===== src/line_cfg_pkg.sv =====
// Purpose: shared constants and types for the line mode and termination
//          configuration block
// Assumes: eight-bit microprocessor port, register data eight bits wide
// Notes:   every offset, field position and reset value of the stored settings and read data lives here
package line_cfg_pkg;

   localparam int ADDR_W = 8;
   localparam int DATA_W = 8;

   // register offsets
   localparam logic [ADDR_W-1:0] OFS_MODE = 8'h20;
   localparam logic [ADDR_W-1:0] OFS_TERM = 8'h32;
   localparam logic [ADDR_W-1:0] OFS_CODE = 8'h40;
   localparam logic [ADDR_W-1:0] OFS_SYS  = 8'h41;
   localparam logic [ADDR_W-1:0] OFS_STAT = 8'h42;

   // operating_mode_select fields
   localparam int MODE_FMT_LSB = 0;
   localparam int MODE_VAR_BIT = 2;
   localparam int MODE_UNF_BIT = 3;
   localparam int MODE_STD_BIT = 4;
   localparam logic [DATA_W-1:0] MODE_MASK = 8'h1F;

   // receive termination fields
   localparam int TERM_EXT_BIT = 2;
   localparam logic [DATA_W-1:0] TERM_MASK = 8'h07;

   // line code control fields
   localparam int CODE_AMI_BIT = 0;
   localparam int CODE_BPV_BIT = 1;
   localparam logic [DATA_W-1:0] CODE_MASK = 8'h01;

   // system interface fields
   localparam int SYS_CONV_BIT = 0;
   localparam int SYS_MUX_BIT  = 1;
   localparam logic [DATA_W-1:0] SYS_MASK = 8'h03;

   // status fields
   localparam int STAT_STD_LSB  = 0;
   localparam int STAT_FMT_LSB  = 2;
   localparam int STAT_CODE_LSB = 4;
   localparam int STAT_HDLC_LSB = 6;

   // reset values
   localparam logic [DATA_W-1:0] MODE_RST = 8'h00;
   localparam logic [DATA_W-1:0] TERM_RST = 8'h00;
   localparam logic [DATA_W-1:0] CODE_RST = 8'h00;
   localparam logic [DATA_W-1:0] SYS_RST  = 8'h00;
   localparam logic [DATA_W-1:0] RD_RST   = 8'h00;

   // frame format codes
   localparam logic [1:0] FMT_SF  = 2'h0;
   localparam logic [1:0] FMT_ESF = 2'h1;
   localparam logic [1:0] FMT_DM  = 2'h2;
   localparam logic [1:0] FMT_SLC = 2'h3;

   // data-link channel counts
   localparam logic [1:0] HDLC_NONE  = 2'h0;
   localparam logic [1:0] HDLC_TWO   = 2'h2;
   localparam logic [1:0] HDLC_THREE = 2'h3;

   typedef enum logic [1:0] {STD_E1, STD_T1, STD_J1} line_std_t;
   typedef enum logic [1:0] {CODE_HDB3, CODE_B8ZS, CODE_AMI} line_code_t;

endpackage : line_cfg_pkg


===== src/mode_caps_if.sv =====
// Purpose: carries stored settings to the decoder and capabilities back
// Assumes: one clock domain, purely combinational between the ends
// Notes:   owner is the register bank, decoder is mode_decode
`timescale 1ns/100ps
`default_nettype none
interface mode_caps_if;
   import line_cfg_pkg::*;

   logic [DATA_W-1:0] modeReg;
   logic [DATA_W-1:0] termReg;
   logic [DATA_W-1:0] codeReg;
   logic [DATA_W-1:0] sysReg;
   line_std_t         std;
   logic [1:0]        fmt;
   logic              unframed;
   logic              termInternal;
   logic [1:0]        termSel;
   line_code_t        lineCode;
   logic              convEn;
   logic              muxEn;
   logic [1:0]        hdlcCh;

   modport owner (
      output modeReg, termReg, codeReg, sysReg,
      input  std, fmt, unframed, termInternal, termSel, lineCode,
      input  convEn, muxEn, hdlcCh
   );
   modport decoder (
      input  modeReg, termReg, codeReg, sysReg,
      output std, fmt, unframed, termInternal, termSel, lineCode,
      output convEn, muxEn, hdlcCh
   );
endinterface : mode_caps_if
`default_nettype wire


===== src/mode_decode.sv =====
// Purpose: derives line standard, format, coding and channel counts
// Assumes: settings are already held in registers by the owner
// Notes:   purely combinational; the owner registers every result
`timescale 1ns/100ps
`default_nettype none
module mode_decode (
   // settings in, capabilities out
   mode_caps_if.decoder caps
);
   import line_cfg_pkg::*;

   always_comb begin
      caps.fmt      = caps.modeReg[MODE_FMT_LSB +: 2];
      caps.unframed = caps.modeReg[MODE_UNF_BIT];
      // standard bit low forces the first standard, variant then ignored
      if (!caps.modeReg[MODE_STD_BIT]) begin
         caps.std = STD_E1;
      end else if (caps.modeReg[MODE_VAR_BIT]) begin
         caps.std = STD_J1;
      end else begin
         caps.std = STD_T1;
      end
      if (caps.std == STD_E1) begin
         caps.fmt = FMT_SF;
      end

      caps.termInternal = !caps.termReg[TERM_EXT_BIT];
      caps.termSel      = caps.termReg[1:0];

      if (caps.codeReg[CODE_AMI_BIT]) begin
         caps.lineCode = CODE_AMI;
      end else if (caps.std == STD_E1) begin
         caps.lineCode = CODE_HDB3;
      end else begin
         caps.lineCode = CODE_B8ZS;
      end

      caps.convEn = caps.sysReg[SYS_CONV_BIT] && caps.std != STD_E1;
      caps.muxEn  = caps.sysReg[SYS_MUX_BIT];

      // no framing means no overhead positions to carry a data link
      if (caps.unframed) begin
         caps.hdlcCh = HDLC_NONE;
      end else if (caps.std == STD_E1) begin
         caps.hdlcCh = HDLC_THREE;
      end else if (caps.fmt == FMT_ESF || caps.fmt == FMT_DM) begin
         caps.hdlcCh = HDLC_THREE;
      end else begin
         caps.hdlcCh = HDLC_TWO;
      end
   end

endmodule : mode_decode
`default_nettype wire


===== src/line_mode_and_termination_config.sv =====
// Purpose: register bank and decoded configuration for a single-line
//          transceiver: standard, frame format, termination, line code,
//          system-side rate conversion and bus multiplexing
// Assumes: microprocessor port already synchronous to clock; one access
//          per select cycle
// Notes:   all outputs are registered; decode is one cycle behind a write
//          a violation request fires together with the AMI line code,
//          so it never reaches a coder still running B8ZS or HDB3
//
// Functional notes
// - exactly one standard among three, full duplex
// - standard bit zero selects E1, ignores variant and format
// - T1 format codes: SF, ESF, DM, SLC-96
// - J1 permits only SF and ESF
// - unframed setting bypasses framing both directions
// - termination top bit zero enables internal network
// - internal codes select 75, 120, 100, 110 ohms
// - B8ZS for NORTH_AMERICAN_VARIANT_SELECT, HDB3 for E1, or AMI
// - bipolar violation insert only while AMI selected
// - NORTH_AMERICAN_VARIANT_SELECT optional 1.544 to 2.048 conversion
// - any mode optional 8.192 Mbit/s bus multiplexing
// - framed T1/J1 ESF/DM three channels, framed T1/J1 SF/SLC-96 two channels
// - framed E1 offers three transmit data-link channels
`timescale 1ns/100ps
`default_nettype none
module line_mode_and_termination_config (
   // clock and reset
   input  wire logic                            clock,
   input  wire logic                            sys_rst,
   // microprocessor port
   input  wire logic                            cpuSel,
   input  wire logic                            cpuWr,
   input  wire logic                            cpuRd,
   input  wire logic [line_cfg_pkg::ADDR_W-1:0] cpuAddr,
   input  wire logic [line_cfg_pkg::DATA_W-1:0] cpuWrData,
   output var  logic [line_cfg_pkg::DATA_W-1:0] cpuRdData,
   output var  logic                            cpuAck,
   // decoded mode
   output var  line_cfg_pkg::line_std_t         lineStd,
   output var  logic [1:0]                      frameFormat,
   output var  logic                            framingBypass,
   // termination
   output var  logic                            termInternalEn,
   output var  logic [1:0]                      termImpedanceSel,
   // line coding
   output var  line_cfg_pkg::line_code_t        lineCode,
   output var  logic                            bpvInsert,
   // system side
   output var  logic                            rateConvertEn,
   output var  logic                            busMuxEn,
   output var  logic [1:0]                      hdlcChannels
);
   import line_cfg_pkg::*;

   mode_caps_if caps ();

   // stored settings
   logic [DATA_W-1:0] modeReg_r;
   logic [DATA_W-1:0] modeReg_nxt;
   logic [DATA_W-1:0] termReg_r;
   logic [DATA_W-1:0] termReg_nxt;
   logic [DATA_W-1:0] codeReg_r;
   logic [DATA_W-1:0] codeReg_nxt;
   logic [DATA_W-1:0] sysReg_r;
   logic [DATA_W-1:0] sysReg_nxt;
   // violation request, held one cycle until the line code follows
   logic              bpvReq_r;
   logic              bpvReq_nxt;

   // port answer
   logic [DATA_W-1:0] rdData_r;
   logic [DATA_W-1:0] rdData_nxt;
   logic              ack_r;
   logic              ack_nxt;

   // registered capabilities
   line_std_t         std_r;
   line_std_t         std_nxt;
   logic [1:0]        fmt_r;
   logic [1:0]        fmt_nxt;
   logic              unf_r;
   logic              unf_nxt;
   logic              termInt_r;
   logic              termInt_nxt;
   logic [1:0]        termSel_r;
   logic [1:0]        termSel_nxt;
   line_code_t        code_r;
   line_code_t        code_nxt;
   logic              bpv_r;
   logic              bpv_nxt;
   logic              conv_r;
   logic              conv_nxt;
   logic              mux_r;
   logic              mux_nxt;
   logic [1:0]        hdlc_r;
   logic [1:0]        hdlc_nxt;

   // one decode of the offset serves both the write and the read side
   typedef enum logic [2:0] {
      SEL_MODE, SEL_TERM, SEL_CODE, SEL_SYS, SEL_STAT, SEL_NONE
   } reg_sel_t;

   reg_sel_t          accSel;
   logic              wrStb;
   logic              rdStb;
   logic [DATA_W-1:0] statusWord;

   assign caps.modeReg = modeReg_r;
   assign caps.termReg = termReg_r;
   assign caps.codeReg = codeReg_r;
   assign caps.sysReg  = sysReg_r;

   mode_decode u_decode (
      .caps (caps)
   );

   // unmapped offsets fall through to SEL_NONE and read as zero
   function automatic reg_sel_t reg_select(
      input logic [ADDR_W-1:0] addr
   );
      reg_sel_t sel;
      if (addr == OFS_MODE) begin
         sel = SEL_MODE;
      end else if (addr == OFS_TERM) begin
         sel = SEL_TERM;
      end else if (addr == OFS_CODE) begin
         sel = SEL_CODE;
      end else if (addr == OFS_SYS) begin
         sel = SEL_SYS;
      end else if (addr == OFS_STAT) begin
         sel = SEL_STAT;
      end else begin
         sel = SEL_NONE;
      end
      return sel;
   endfunction : reg_select

   assign wrStb  = cpuSel && cpuWr;
   assign rdStb  = cpuSel && cpuRd && !cpuWr;
   assign accSel = reg_select(cpuAddr);

   // a J1 setting with a T1-only format code is refused for the format
   // field only; standard, variant and unframed bits still take effect
   function automatic logic [DATA_W-1:0] mode_write(
      input logic [DATA_W-1:0] oldVal,
      input logic [DATA_W-1:0] newVal
   );
      logic [DATA_W-1:0] res;
      res = newVal & MODE_MASK;
      if (newVal[MODE_STD_BIT] && newVal[MODE_VAR_BIT] &&
          newVal[MODE_FMT_LSB+1]) begin
         res[MODE_FMT_LSB +: 2] = oldVal[MODE_FMT_LSB +: 2];
         // an old T1-only code, whatever standard stored it, is no valid J1
         // format either, so the frame falls back to super frame
         if (oldVal[MODE_FMT_LSB+1]) begin
            res[MODE_FMT_LSB +: 2] = FMT_SF;
         end
      end
      return res;
   endfunction : mode_write

   // status shows what the device actually runs, not what was written
   always_comb begin
      statusWord = '0;
      statusWord[STAT_STD_LSB  +: 2] = std_r;
      statusWord[STAT_FMT_LSB  +: 2] = fmt_r;
      statusWord[STAT_CODE_LSB +: 2] = code_r;
      statusWord[STAT_HDLC_LSB +: 2] = hdlc_r;
   end

   // register writes
   always_comb begin
      modeReg_nxt = modeReg_r;
      termReg_nxt = termReg_r;
      codeReg_nxt = codeReg_r;
      sysReg_nxt  = sysReg_r;
      bpvReq_nxt  = 1'b0;
      if (wrStb) begin
         if (accSel == SEL_MODE) begin
            modeReg_nxt = mode_write(modeReg_r, cpuWrData);
         end else if (accSel == SEL_TERM) begin
            termReg_nxt = cpuWrData & TERM_MASK;
         end else if (accSel == SEL_CODE) begin
            codeReg_nxt = cpuWrData & CODE_MASK;
            // the violation request is a strobe and never stored
            bpvReq_nxt = cpuWrData[CODE_BPV_BIT] &&
                         cpuWrData[CODE_AMI_BIT];
         end else if (accSel == SEL_SYS) begin
            sysReg_nxt = cpuWrData & SYS_MASK;
         end
      end
   end

   // register reads; unmapped offsets answer zero
   // a write leaves the last read value standing on the data lines
   always_comb begin
      rdData_nxt = rdData_r;
      ack_nxt    = wrStb || rdStb;
      if (rdStb) begin
         if (accSel == SEL_MODE) begin
            rdData_nxt = modeReg_r;
         end else if (accSel == SEL_TERM) begin
            rdData_nxt = termReg_r;
         end else if (accSel == SEL_CODE) begin
            rdData_nxt = codeReg_r;
         end else if (accSel == SEL_SYS) begin
            rdData_nxt = sysReg_r;
         end else if (accSel == SEL_STAT) begin
            rdData_nxt = statusWord;
         end else begin
            rdData_nxt = '0;
         end
      end
   end

   // capture decoded capabilities so every output leaves a flip-flop
   always_comb begin
      std_nxt     = caps.std;
      fmt_nxt     = caps.fmt;
      unf_nxt     = caps.unframed;
      termInt_nxt = caps.termInternal;
      termSel_nxt = caps.termSel;
      code_nxt    = caps.lineCode;
      conv_nxt    = caps.convEn;
      mux_nxt     = caps.muxEn;
      hdlc_nxt    = caps.hdlcCh;
      // the strobe waits a cycle so it meets the AMI code on the outputs
      bpv_nxt     = bpvReq_r && caps.lineCode == CODE_AMI;
   end

   // stored settings and the pending violation request
   always_ff @(posedge clock) begin
      if (sys_rst) begin
         modeReg_r <= MODE_RST;
         termReg_r <= TERM_RST;
         codeReg_r <= CODE_RST;
         sysReg_r  <= SYS_RST;
         bpvReq_r  <= 1'b0;
      end else begin
         modeReg_r <= modeReg_nxt;
         termReg_r <= termReg_nxt;
         codeReg_r <= codeReg_nxt;
         sysReg_r  <= sysReg_nxt;
         bpvReq_r  <= bpvReq_nxt;
      end
   end

   // port answer registers
   always_ff @(posedge clock) begin
      if (sys_rst) begin
         rdData_r <= RD_RST;
         ack_r    <= 1'b0;
      end else begin
         rdData_r <= rdData_nxt;
         ack_r    <= ack_nxt;
      end
   end

   // capabilities, one cycle behind the stored settings
   always_ff @(posedge clock) begin
      if (sys_rst) begin
         std_r     <= STD_E1;
         fmt_r     <= FMT_SF;
         unf_r     <= 1'b0;
         termInt_r <= 1'b1;
         termSel_r <= 2'h0;
         code_r    <= CODE_HDB3;
         bpv_r     <= 1'b0;
         conv_r    <= 1'b0;
         mux_r     <= 1'b0;
         hdlc_r    <= HDLC_THREE;
      end else begin
         std_r     <= std_nxt;
         fmt_r     <= fmt_nxt;
         unf_r     <= unf_nxt;
         termInt_r <= termInt_nxt;
         termSel_r <= termSel_nxt;
         code_r    <= code_nxt;
         bpv_r     <= bpv_nxt;
         conv_r    <= conv_nxt;
         mux_r     <= mux_nxt;
         hdlc_r    <= hdlc_nxt;
      end
   end

   assign cpuRdData        = rdData_r;
   assign cpuAck           = ack_r;
   assign lineStd          = std_r;
   assign frameFormat      = fmt_r;
   assign framingBypass    = unf_r;
   assign termInternalEn   = termInt_r;
   assign termImpedanceSel = termSel_r;
   assign lineCode         = code_r;
   assign bpvInsert        = bpv_r;
   assign rateConvertEn    = conv_r;
   assign busMuxEn         = mux_r;
   assign hdlcChannels     = hdlc_r;

endmodule : line_mode_and_termination_config
`default_nettype wire


===== config.mk =====
export PLATFORM = sky130hd
export DESIGN_NAME = line_mode_and_termination_config
export DESIGN_NICKNAME = d
export VERILOG_FILES = /design/src/line_cfg_pkg.sv /design/src/mode_caps_if.sv /design/src/mode_decode.sv /design/src/line_mode_and_termination_config.sv
export SDC_FILE = /design/constraint.sdc
export NUM_CORES = 1
export LEC_CHECK = 0
export ABC_AREA = 1
export BUFFER_PORTS_ARGS = -buffer_cell sky130_fd_sc_hd__buf_2
export CELL_PAD_IN_SITES_DETAIL_PLACEMENT = 1
export CELL_PAD_IN_SITES_GLOBAL_PLACEMENT = 1
export CORE_MARGIN = 1
export CORE_UTILIZATION = 36
export DETAILED_ROUTE_END_ITERATION = 16
export PLACE_DENSITY = 0.78
export RECOVER_POWER = 50
export SLEW_MARGIN = 20
export SYNTH_ARGS = -nofsm -noshare
export SYNTH_HDL_FRONTEND = slang
export SYNTH_HIERARCHICAL = 1
export SYNTH_SLANG_ARGS = --single-unit

===== constraint.sdc =====
create_clock -name clock -period 1.1 [get_ports clock]
set_input_delay 0.055 -clock clock [delete_from_list [all_inputs] [get_ports clock]]
set_output_delay 0.055 -clock clock [all_outputs]
set_load 0.005 [all_outputs]

Word level (Yosys, flattened, before mapping). Cells that the tools add are included.

Bits in latches: 0. Memories: 0. Input bits: 21. Memory bits (read-only): 0. RAM bits: 0. Word-level logic and storage cells: 76. Output and inout port bits: 24. Register bits after elaboration: 36.

Shifts and indexed selects: 0. $mul: 0. Reductions and logical operators: 21. Divide/modulo/power cells: 0. Add/subtract/negate cells: 0. Eq/ne operators: 13. Bitwise gates (word level): 4. Order comparisons: 0. Multiplexer cells: 20.

Operators by type and width (count): $mux W8 (5); $eq A8 B7 Y1 const B (3); $eq A8 B6 Y1 const B (2); $mux W2 (7); $mux W3 (4); $logic_and A1 B1 Y1 (8); $eq A3 B2 Y1 const B (2); $reduce_and A3 Y1 (2); $reduce_and A5 Y1 (1); $reduce_or A5 Y1 (1); $eq A2 B2 Y1 const B (2); $mux W1 (4); $not A1 Y1 (4); $reduce_and A4 Y1 (1); $eq A3 B1 Y1 const B (1); $eq A3 B3 Y1 const B (1); $logic_not A3 Y1 (1); $eq A2 B1 Y1 const B (1); $logic_not A1 Y1 (2); $logic_not A2 Y1 (1); $logic_or A1 B1 Y1 (2); $ne A2 B2 Y1 const B (1); $reduce_and A2 Y1 (1); $reduce_bool A2 Y1 (1).

Depth between registers and ports, before layout. Gate-level depths: netlist of the first run.

Depth in word-level cells: 12. Gate-level depth with buffers: 10. Mapped depth without buffers: 9.

Hierarchy. Netlist of the first run, hierarchy kept.

By module, submodules not included: line_mode_and_termination_config (sequential area each 720.7 µm², cells each 200, instances 1, area an instance 1495.2 µm²); mode_decode (sequential area each 0.0 µm², cells each 25, instances 1, area an instance 113.9 µm²).

Worst setup path after synthesis of the first run. OpenSTA, ideal clock, no wires.

Path type: flip-flop to flip-flop. Start: register modeReg_r[1], in the netlist caps.modeReg[1]. End: register hdlc_r[0], in the netlist hdlcChannels[0]. Stages on the path, launching flop included: 7. Path slack: 0.135 ns. Data arrival time: 0.842 ns. Data required time: 0.977 ns. Library setup time: 0.123 ns. Buffers on the path: 0. Clock period less this slack: 0.965 ns. Cells stage by stage: dfxtp_1 inv_1 nand2_1 nand3_1 nand2_1 inv_1 or2_2.

Word-level cells in the longest chain between the ends: 6. Elaborated cells on any way between the ends: 7. Classes of those cells: eq/ne: 2; mux: 4; reduce/logical: 1.

Ends and longest elaborated chain: start, declared (line line_mode_and_termination_config.sv:58) `logic [DATA_W-1:0] modeReg_r;`; start signal, assigned (line line_mode_and_termination_config.sv:240) `modeReg_r <= modeReg_nxt;`; $mux W2 * (line mode_decode.sv:23) `if (caps.std == STD_E1) begin`; $eq A2 B1 Y1 / $eq A2 B2 Y1 (equally long branches) (line mode_decode.sv:46) `end else if (caps.fmt == FMT_ESF || caps.fmt == FMT_DM) begin`; $logic_or A1 B1 Y1 * (line mode_decode.sv:46); $mux W1 * (line mode_decode.sv:46); $mux W2 * (line mode_decode.sv:44) `end else if (caps.std == STD_E1) begin`; $mux W2 * (line mode_decode.sv:42) `if (caps.unframed) begin`; via caps.hdlcCh[0] (line mode_caps_if.sv:21) `logic [1:0] hdlcCh;`; end signal, assigned (line line_mode_and_termination_config.sv:282) `hdlc_r <= hdlc_nxt;`; end, declared (line line_mode_and_termination_config.sv:95) `logic [1:0] hdlc_r;`.

The timed path passes the listed nets; every way through them passes the cells marked *. A chain may end at the register's enable or synchronous reset.

Final worst setup path of the first run. Ends and elaborated chain as after synthesis.

==> flow_summary.yaml, run 1 <==
status:
  outcome: "complete, no violations"
clocking:
  cts.htree.levels: 2
  clkSinkCount: 36
  tritoncts_buffers: 5
  cts_tree: "done"
  clk_path_buf_depth: 2
  worst_setup_hold_path_clk_slew_ps: 80
  worstSkewPairLatency_ps: 300
  clockRootBuffer: "sky130_fd_sc_hd__clkbuf_8"
grt:
  grt.overflow.total: 0
  pin_count_of_the_biggest_net_entering_global_routing: 19
  antenna_violations_before_repair: 0
  grt_use_total: 0.1882
  grt_pass1_wl_microns: 6285
  number_of_global_route_vias_before_repair: 1443
pwr:
  worst_ir_drop_vdd_uv: 525.5
  power.density_cell_area_mw_per_mm2: 1251
  power.total_mw: 2.455
  p_leak_nw: 0.8944
detailed_routing:
  drt-wirelength-per-cell_microns: 11.96
  detail_route.vias_per_cell: 4.616
  detail-route-antenna-nets: 0
  detailroute.via_count: 1491
  total_length_of_routed_wires_microns: 3864
  drc_markers: 0
  drt-initial-drc-count: 50
  detailedRoute.firstPassIterationCount: 4
die:
  initial_core_util: 0.3874
  std_cell_rows: 23
  floorplan.die_area_sq_mm: 0.004730
  floorplan.io_pins: 45
  design.core.area_sq_mm: 0.004144
  die_y_microns: 68.78
  die_w_microns: 68.78
timing:
  skew_ps: 10.39
  grt_setup_unrepaired: "false"
  report.final.slew_viol_count: 0
  worst_slew_margin_rel: 0.7875
  worst_pin_slew_ps: 318.3
  final_min_period_over_clock_period: 0.9343
  hold_viol: 0
  finalSetupViolations: 0
  fmax_ghz: 0.9730
  layout_min_cycle_time_ps: 1028
finish:
  finalNetCount: 293
  mostFrequentLayoutCells: "41 x sky130_fd_sc_hd__nand2_1, 35 x sky130_fd_sc_hd__inv_1, 35 x sky130_fd_sc_hd__dfxtp_1, 34 x sky130_fd_sc_hd__nor2_1, 26 x sky130_fd_sc_hd__buf_2"
  finalCoreUtilization: 0.4734
  n_antenna_cell: 0
  final_common_cell: "sky130_fd_sc_hd__nand2_1"
  fill_cells: 572
  area_growth_syn_to_layout_pct: 22.21
  final_cell_area_sq_mm: 0.001962
  post_route_cells_drive_above_1_share: 0.2234
placement:
  detailed_place_hpwl_microns: 2992
  io_buffers: 41
  routabilityCongestion: 0.8381
  dpl-instance-area_sq_mm: 0.001882
worst_hold_path:
  number_of_instances_on_the_worst_hold_path: 3
  holdPathEnd: "caps.modeReg[4]$_SDFFE_PP0P_"
  hold_class: "input port to flop"
  timing.hold.worst.start: "cpuWrData[4]"
critical_path:
  largest_fanout_of_any_net_on_the_critical_path: 4
  reg2reg_from: "caps.modeReg[1]$_SDFFE_PP0P_"
  worstSetupEndpointType: "flop"
  required_ps: 1280
  path_class: "flop to flop"
  ff2ff_setup_slack_ps: 70
  worst_r2r_endpoint: "hdlcChannels[0]$_SDFF_PP1_"
  reg2reg_depth: 6
  crit_path_start_kind: "flop"
  worst-endpoint-arrival_ps: 1210
yosys:
  syn-mean-instance-area_sq_um: 7.166
  synthesized_instance_count: 224
  synth.net_count: 245
  post_synth_instance_area_sq_mm: 0.001605
  synth-warning-count: 6
flow_run:
  max_cap_viol_count: 0
[final cells by class]
cell class	count	area, sq um	share of cell area
Clock buffer	7	86.33	0.04401
Clock inverter	1	7.507	0.003827
Multi-Input combinational cell	139	664.4	0.3386
Sequential cell	36	721.9	0.3680
Timing Repair Buffer	51	272.8	0.1390
Tap cell	50	62.56	0.03189
Inverter	39	146.4	0.07462
[layer usage]
layer,global-route usage,share of wire
met1,0.2260,0.50
met2,0.3174,0.44
met3,0.03947,0.041
met4,0.09184,0.023
met5,0,0
[flip-flops by register name (all words and copies together), names as in the netlist]
register	cells
rateConvertEn	1
lineCode	2
bpvInsert	1
busMuxEn	1
termImpedanceSel	2
framingBypass	1
frameFormat	2
caps.codeReg	1
hdlcChannels	2
termInternalEn	1
cpuAck	1
caps.modeReg	5
lineStd	2
caps.termReg	3
cpuRdData	8
bpvReq_r	1
caps.sysReg	2
[power breakdown]
group / leakage, nW / internal, mW / switching, mW
combinational: 0.559 / 0.0612 / 0.104
clock: 0.0445 / 0.509 / 0.470
sequential: 0.291 / 1.31 / 0.00263
total: 0.894 / 1.88 / 0.576
[repair_timing]
action | in CTS | in global routing
hold buffers | 1 | 0
gates resized for setup | 0 | 1
endpoints found under the hold margin | 1 | 0
endpoints found under the setup margin | 0 | 1
setup buffers | 0 | 0
[worst max-delay path, cell delays in order (launching register included)]
cell                      delay, ps
sky130_fd_sc_hd__dfxtp_1        390
sky130_fd_sc_hd__inv_1           50
sky130_fd_sc_hd__nand2_1         50
sky130_fd_sc_hd__nand3_1         70
sky130_fd_sc_hd__nand2_1         60
sky130_fd_sc_hd__inv_1           30
sky130_fd_sc_hd__or2_2          250
[worst max-delay path by stage]
stage | start | endpoint | cells after the start
2_1_floorplan | caps.modeReg[1]$_SDFFE_PP0P_ | hdlcChannels[0]$_SDFF_PP1_ | 6
3_3_place_gp | cpuAddr[2] | caps.modeReg[4]$_SDFFE_PP0P_ | 9
3_5_place_dp | cpuAddr[1] | caps.modeReg[4]$_SDFFE_PP0P_ | 9
4_1_cts | caps.modeReg[0]$_SDFFE_PP0P_ | hdlcChannels[0]$_SDFF_PP1_ | 6
5_1_grt | caps.modeReg[1]$_SDFFE_PP0P_ | hdlcChannels[0]$_SDFF_PP1_ | 6
6_report | caps.modeReg[1]$_SDFFE_PP0P_ | hdlcChannels[0]$_SDFF_PP1_ | 6
[stage by stage]
stage          TNS (ps)  setup slack [ps]  std cells  hold WS, ps
4_1_cts               0             37.70        323        12.28
6_report              0             72.23        323        20.21
3_5_place_dp     -119.2            -33.80        314        289.8
3_3_place_gp     -50.21            -18.34        314        284.4
5_1_grt               0             24.85        323        56.75
2_1_floorplan         0             134.8        224        189.9
No activity file was read; power rests on OpenSTA's default activity.
==> run 2: changes to the inputs <==
--- a/config.mk
+++ b/config.mk
@@ -5,14 +5,13 @@
 export SDC_FILE = /design/constraint.sdc
 export NUM_CORES = 1
 export LEC_CHECK = 0
-export ABC_AREA = 1
 export BUFFER_PORTS_ARGS = -buffer_cell sky130_fd_sc_hd__buf_2
 export CELL_PAD_IN_SITES_DETAIL_PLACEMENT = 1
 export CELL_PAD_IN_SITES_GLOBAL_PLACEMENT = 1
 export CORE_MARGIN = 1
-export CORE_UTILIZATION = 36
+export CORE_UTILIZATION = 37
 export DETAILED_ROUTE_END_ITERATION = 16
-export PLACE_DENSITY = 0.78
+export PLACE_DENSITY = 0.77
 export RECOVER_POWER = 50
 export SLEW_MARGIN = 20
 export SYNTH_ARGS = -nofsm -noshare
==> flow_summary.yaml, run 2 <==
placement:
  detailed_place_hpwl_microns: 3053
  post-place-cells: 257
  routabilityCongestion: 0.8105
  io_buffers: 41
yosys:
  synth-warning-count: 6
  syn-mean-instance-area_sq_um: 9.231
  post_synth_instance_area_sq_mm: 0.001514
  synth.net_count: 185
  synthesized_instance_count: 164
detailed_routing:
  total_length_of_routed_wires_microns: 4309
  detail-route-antenna-nets: 0
  detail_route.vias_per_cell: 5.090
  dr.max_layer_used: "met4"
  detailedRoute.firstPassIterationCount: 4
  drc_markers: 0
  met2WireLength_microns: 2180
  drt-met1-wl_microns: 1880
  drt-wirelength-per-cell_microns: 16.08
  detailroute.via_count: 1364
  detailroute.wirelength.met3_microns: 191
  drt-initial-drc-count: 46
status:
  failed_checks: "negative setup slack"
  outcome: "finished with violations"
pwr:
  p_comb_frac: 0.074
  p_leak_nw: 0.8822
  power.density_cell_area_mw_per_mm2: 1278
  p_switching_uw: 598.0
  cellInternalPower_mw: 2.063
  switching_share: 0.2248
  worst_ir_drop_vdd_uv: 846.9
  pwr-share-clk: 0.434
  power_frac_seq: 0.492
timing:
  report.final.slew_viol_count: 0
  worst_slew_margin_rel: 0.6187
  skew_ps: 4.645
  layout_min_cycle_time_ps: 1433
  hold_viol: 0
  worst_pin_slew_ps: 569.8
  grt_setup_unrepaired: "true"
  final_min_period_over_clock_period: 1.303
  finalSetupViolations: 14
  fmax_ghz: 0.6979
  timing.final.ws_setup_ps: -332.9
die:
  design.core.area_sq_mm: 0.003799
  initial_core_util: 0.3986
  floorplan.die_area_sq_mm: 0.004351
  floorplan.io_pins: 45
  die_y_microns: 65.97
  die_w_microns: 65.97
  std_cell_rows: 22
critical_path:
  crit_path_start_kind: "input port"
  worst-endpoint-arrival_ps: 1660
  critical-path-top-delay-family: "simple AND/OR/NAND/NOR gates"
  crit_path_max_incr_delay_ps: 570
  worst_path_most_repeated_cell: "sky130_fd_sc_hd__or4_4"
  largest_fanout_of_any_net_on_the_critical_path: 7
  reg2reg_depth: 3
  required_ps: 1320
  path_class: "input port to flop"
  crit_path_cell_trace: "buf_6, or4_4, or4_4, or2_0, a21oi_1"
  cp_bufs_invs: 1
  worst_r2r_endpoint: "hdlcChannels[0]$_SDFF_PP1_"
  reg2reg_from: "caps.modeReg[1]$_SDFFE_PP0P_"
  slowest_cell_on_the_critical_path: "sky130_fd_sc_hd__or4_4"
  ff2ff_setup_slack_ps: 20
  worstSetupEndpointType: "flop"
clocking:
  clkSinkCount: 36
  tritoncts_buffers: 5
  cts.htree.levels: 2
  worst_setup_hold_path_clk_slew_ps: 70
  clockRootBuffer: "sky130_fd_sc_hd__clkbuf_8"
  worstSkewPairLatency_ps: 290
  clk_path_buf_depth: 2
  cts_tree: "done"
finish:
  mostFrequentLayoutCells: "35 x sky130_fd_sc_hd__dfxtp_1, 33 x sky130_fd_sc_hd__buf_2, 16 x sky130_fd_sc_hd__nor2_1, 16 x sky130_fd_sc_hd__buf_4, 14 x sky130_fd_sc_hd__nor2b_1"
  final_common_cell: "sky130_fd_sc_hd__dfxtp_1"
  finalNetCount: 240
  instances_no_fill: 268
  fill_cells: 457
  multiInputGateArea_sq_um: 827.0
  seqCellArea_sq_um: 721.9
  area_growth_syn_to_layout_pct: 37.52
  n_antenna_cell: 0
  largest_register_ff_count: 8
  post_route_cells_drive_above_1_share: 0.4000
  finalCoreUtilization: 0.5481
worst_hold_path:
  hold_class: "input port to flop"
  timing.hold.worst.start: "cpuWrData[3]"
  holdPathEnd: "caps.modeReg[3]$_SDFFE_PP0P_"
  number_of_instances_on_the_worst_hold_path: 3
grt:
  grt_pass1_wl_microns: 6713
  grt_use_total: 0.2089
  number_of_global_route_vias_before_repair: 1411
  pin_count_of_the_biggest_net_entering_global_routing: 25
  grt.overflow.total: 0
  antenna_violations_before_repair: 0
flow_run:
  max_cap_viol_count: 0
-- run 2: worst min-delay path, delay by kind of cell --
| family | cells | cell delay (ps) |
|---|---|---|
| buffers and inverters | 1 | 80 |
| muxes | 1 | 60 |
| and+or+nand+nor | 1 | 70 |
-- run 2: power groups by stage --
stage          clock, mW  sequential, mW  combinational, mW
5_1_grt             1.24            1.31              0.215
3_5_place_dp           0            1.34              0.171
3_3_place_gp           0            1.34              0.164
2_1_floorplan          0            1.34             0.0703
6_report            1.16            1.31              0.197
4_1_cts             1.18            1.31              0.180
-- run 2: area by class of cell --
type	instances	share of cell area
sequential	36	0.3468
multi-input combinational	113	0.3972
clock buffer	5	0.03305
inverter	3	0.005409
timing repair buffer	60	0.1683
tap	48	0.02885
clock inverter	3	0.02043
-- run 2: per-layer routing --
metal  global-route usage  vias to the layer above
li1                     -                      671
met5                    0                        -
met2               0.3724                       37
met3              0.05690                        7
met1               0.2412                      649
met4              0.06117                        0
-- run 2: worst max path at each step --
stage | from | end | slack [ps] | cells past startpoint
3_3_place_gp | cpuAddr[7] | caps.modeReg[1]$_SDFFE_PP0P_ | -610 | 5
5_1_grt | cpuAddr[7] | caps.modeReg[0]$_SDFFE_PP0P_ | -360 | 5
4_1_cts | cpuAddr[7] | caps.modeReg[0]$_SDFFE_PP0P_ | -320 | 5
6_report | cpuAddr[7] | caps.modeReg[0]$_SDFFE_PP0P_ | -330 | 5
3_5_place_dp | cpuAddr[7] | caps.modeReg[1]$_SDFFE_PP0P_ | -630 | 5
2_1_floorplan | cpuAddr[7] | caps.modeReg[1]$_SDFFE_PP0P_ | -520 | 5
-- run 2: timing repair --
action,in CTS,in global routing
setup buffers,1,3
setup endpoints to repair,16,19
pin swaps,5,12
hold buffers,0,0
resized for setup,5,20
hold endpoints to repair,0,0
-- run 2: stage by stage --
stage          hold slack (ps)  TNS [ps]  instance area [sq um]  power [mW]  worst slack, ps
2_1_floorplan            173.3     -4718                   1520       1.409           -523.3
3_3_place_gp             304.5     -8218                   1834       1.502           -605.0
3_5_place_dp             309.2     -8816                   1834       1.509           -627.7
4_1_cts                  3.146     -2756                   1983       2.669           -319.6
5_1_grt                  41.29     -4102                   2082       2.763           -360.0
6_report                 5.143     -3443                   2082       2.661           -332.9
==> run 3: changes to the inputs <==
--- a/config.mk
+++ b/config.mk
@@ -12,7 +12,7 @@
 export CORE_UTILIZATION = 37
 export DETAILED_ROUTE_END_ITERATION = 16
 export PLACE_DENSITY = 0.77
-export RECOVER_POWER = 50
+export RECOVER_POWER = 100
 export SLEW_MARGIN = 20
 export SYNTH_ARGS = -nofsm -noshare
 export SYNTH_HDL_FRONTEND = slang
==> flow_summary.yaml, run 3 (synthesis results as in run 2) <==
pwr:
  worst_ir_drop_vdd_uv: 846.9
  p_comb_frac: 0.073
  power_frac_seq: 0.492
  power.total_mw: 2.657
  pwr-share-clk: 0.435
  power.density_cell_area_mw_per_mm2: 1285
  p_switching_uw: 595.7
  p_leak_nw: 0.8620
  cellInternalPower_mw: 2.061
  switching_share: 0.2242
placement:
  routabilityCongestion: 0.8105
  io_buffers: 41
  detailed_place_hpwl_microns: 3053
clocking:
  holdBufCountCts: 0
  cts.htree.levels: 2
  cts_tree: "done"
  tritoncts_buffers: 5
  clkSinkCount: 36
  clk_path_buf_depth: 2
  worstSkewPairLatency_ps: 290
  clockRootBuffer: "sky130_fd_sc_hd__clkbuf_8"
  worst_setup_hold_path_clk_slew_ps: 70
detailed_routing:
  total_length_of_routed_wires_microns: 4322
  drc_markers: 0
  detailedRoute.firstPassIterationCount: 3
  detail-route-antenna-nets: 0
  detail_route.vias_per_cell: 5.082
  drt-initial-drc-count: 48
  drt-wirelength-per-cell_microns: 16.13
  detailroute.via_count: 1362
finish:
  finalCoreUtilization: 0.5445
  area_growth_syn_to_layout_pct: 36.61
  largest_register_ff_count: 8
  finalNetCount: 240
  n_antenna_cell: 0
  final_common_cell: "sky130_fd_sc_hd__dfxtp_1"
  mostFrequentLayoutCells: "35 x sky130_fd_sc_hd__dfxtp_1, 29 x sky130_fd_sc_hd__buf_2, 16 x sky130_fd_sc_hd__nor2_1, 15 x sky130_fd_sc_hd__buf_4, 14 x sky130_fd_sc_hd__nor2b_1"
  post_route_cells_drive_above_1_share: 0.3818
critical_path:
  crit_path_start_kind: "input port"
  path_class: "input port to flop"
  largest_fanout_of_any_net_on_the_critical_path: 7
  worstSetupEndpointType: "flop"
  worst-endpoint-arrival_ps: 1660
  reg2reg_depth: 3
  required_ps: 1320
worst_hold_path:
  number_of_instances_on_the_worst_hold_path: 3
  hold_class: "input port to flop"
timing:
  worst_slew_margin_rel: 0.6187
  skew_ps: 4.401
  fmax_ghz: 0.6981
  layout_min_cycle_time_ps: 1432
  grt_setup_unrepaired: "true"
  timing.hold.ws_ps: 5.200
  final_min_period_over_clock_period: 1.302
  hold_viol: 0
  report.final.slew_viol_count: 0
  finalSetupViolations: 14
  worst_pin_slew_ps: 569.8
  timing.final.ws_setup_ps: -332.5
status:
  failed_checks: "negative setup slack"
  outcome: "finished with violations"
grt:
  grt.overflow.total: 0
  pin_count_of_the_biggest_net_entering_global_routing: 25
  grt_pass1_wl_microns: 6713
  number_of_global_route_vias_before_repair: 1411
  grt_use_total: 0.2089
  antenna_violations_before_repair: 0
die:
  die_y_microns: 65.97
  design.core.area_sq_mm: 0.003799
  floorplan.io_pins: 45
  initial_core_util: 0.3986
  floorplan.die_area_sq_mm: 0.004351
  die_w_microns: 65.97
  std_cell_rows: 22
flow_run:
  max_cap_viol_count: 0
[run 3: cell types whose count changed in the layout (fill, tap and decap cells not counted)]
cell                       delta
sky130_fd_sc_hd__clkbuf_1     +4
sky130_fd_sc_hd__buf_4        -1
sky130_fd_sc_hd__nor4b_2      +1
sky130_fd_sc_hd__buf_2        -4
sky130_fd_sc_hd__nor4b_4      -1
sky130_fd_sc_hd__clkbuf_4     +1
[run 3: critical path, cell delays in order]
cell and delay, ps:
sky130_fd_sc_hd__buf_6 90, sky130_fd_sc_hd__or4_4 560, sky130_fd_sc_hd__or4_4 570, sky130_fd_sc_hd__or2_0 250, sky130_fd_sc_hd__a21oi_1 130
[run 3: timing repair]
action | 4_1_cts | 5_1_grt
hold endpoints to repair | 0 | 0
gates resized for setup | 5 | 20
endpoints found under the setup margin | 16 | 19
buffers inserted | 1 | 3
pin swaps | 5 | 12
[run 3: stage by stage]
stage               cell area, sq um  instances  worst slack [ps]  setup TNS, ps
global placement                1834        257            -605.0          -8218
CTS                             1983        266            -319.6          -2756
global route                    2068        268            -360.0          -4209
floorplan                       1520        164            -523.3          -4718
detailed placement              1834        257            -627.7          -8816
finish                          2068        268            -332.5          -3440
[run 3: per-layer routing]
layer	share of wire	vias to the layer above	wire (microns)	global-route usage
met2	0.51	33	2184	0.3724
met5	0	-	0	0
met3	0.044	7	189	0.05690
li1	-	671	-	-
met1	0.44	651	1890	0.2412
met4	0.013	0	57	0.06117
[run 3: worst paths after layout]
kind / start / to / slack (ps)
worst max-delay path: cpuAddr[7] / caps.modeReg[0]$_SDFFE_PP0P_ / -330
worst min-delay path: cpuWrData[3] / caps.modeReg[3]$_SDFFE_PP0P_ / 5
worst max register to register: caps.modeReg[1]$_SDFFE_PP0P_ / hdlcChannels[0]$_SDFF_PP1_ / 20
worst min register to register: cpuRdData[3]$_SDFFE_PP0P_ / cpuRdData[3]$_SDFFE_PP0P_ / 460
[run 3: final cells by class]
type	instances	area, sq um
Sequential cell	36	721.9
Tap cell	48	60.06
Timing Repair Buffer	60	345.3
Clock inverter	3	42.54
Inverter	3	11.26
Clock buffer	5	68.82
Multi-Input combinational cell	113	818.3
Fill cell	457	1730
[run 3: power groups by stage]
stage | combinational (mW) | clock [mW] | sequential, mW
after floorplan | 0.0703 | 0 | 1.34
after global placement | 0.164 | 0 | 1.34
after detailed placement | 0.171 | 0 | 1.34
after CTS | 0.180 | 1.18 | 1.31
after global routing | 0.211 | 1.24 | 1.31
final | 0.194 | 1.15 | 1.31
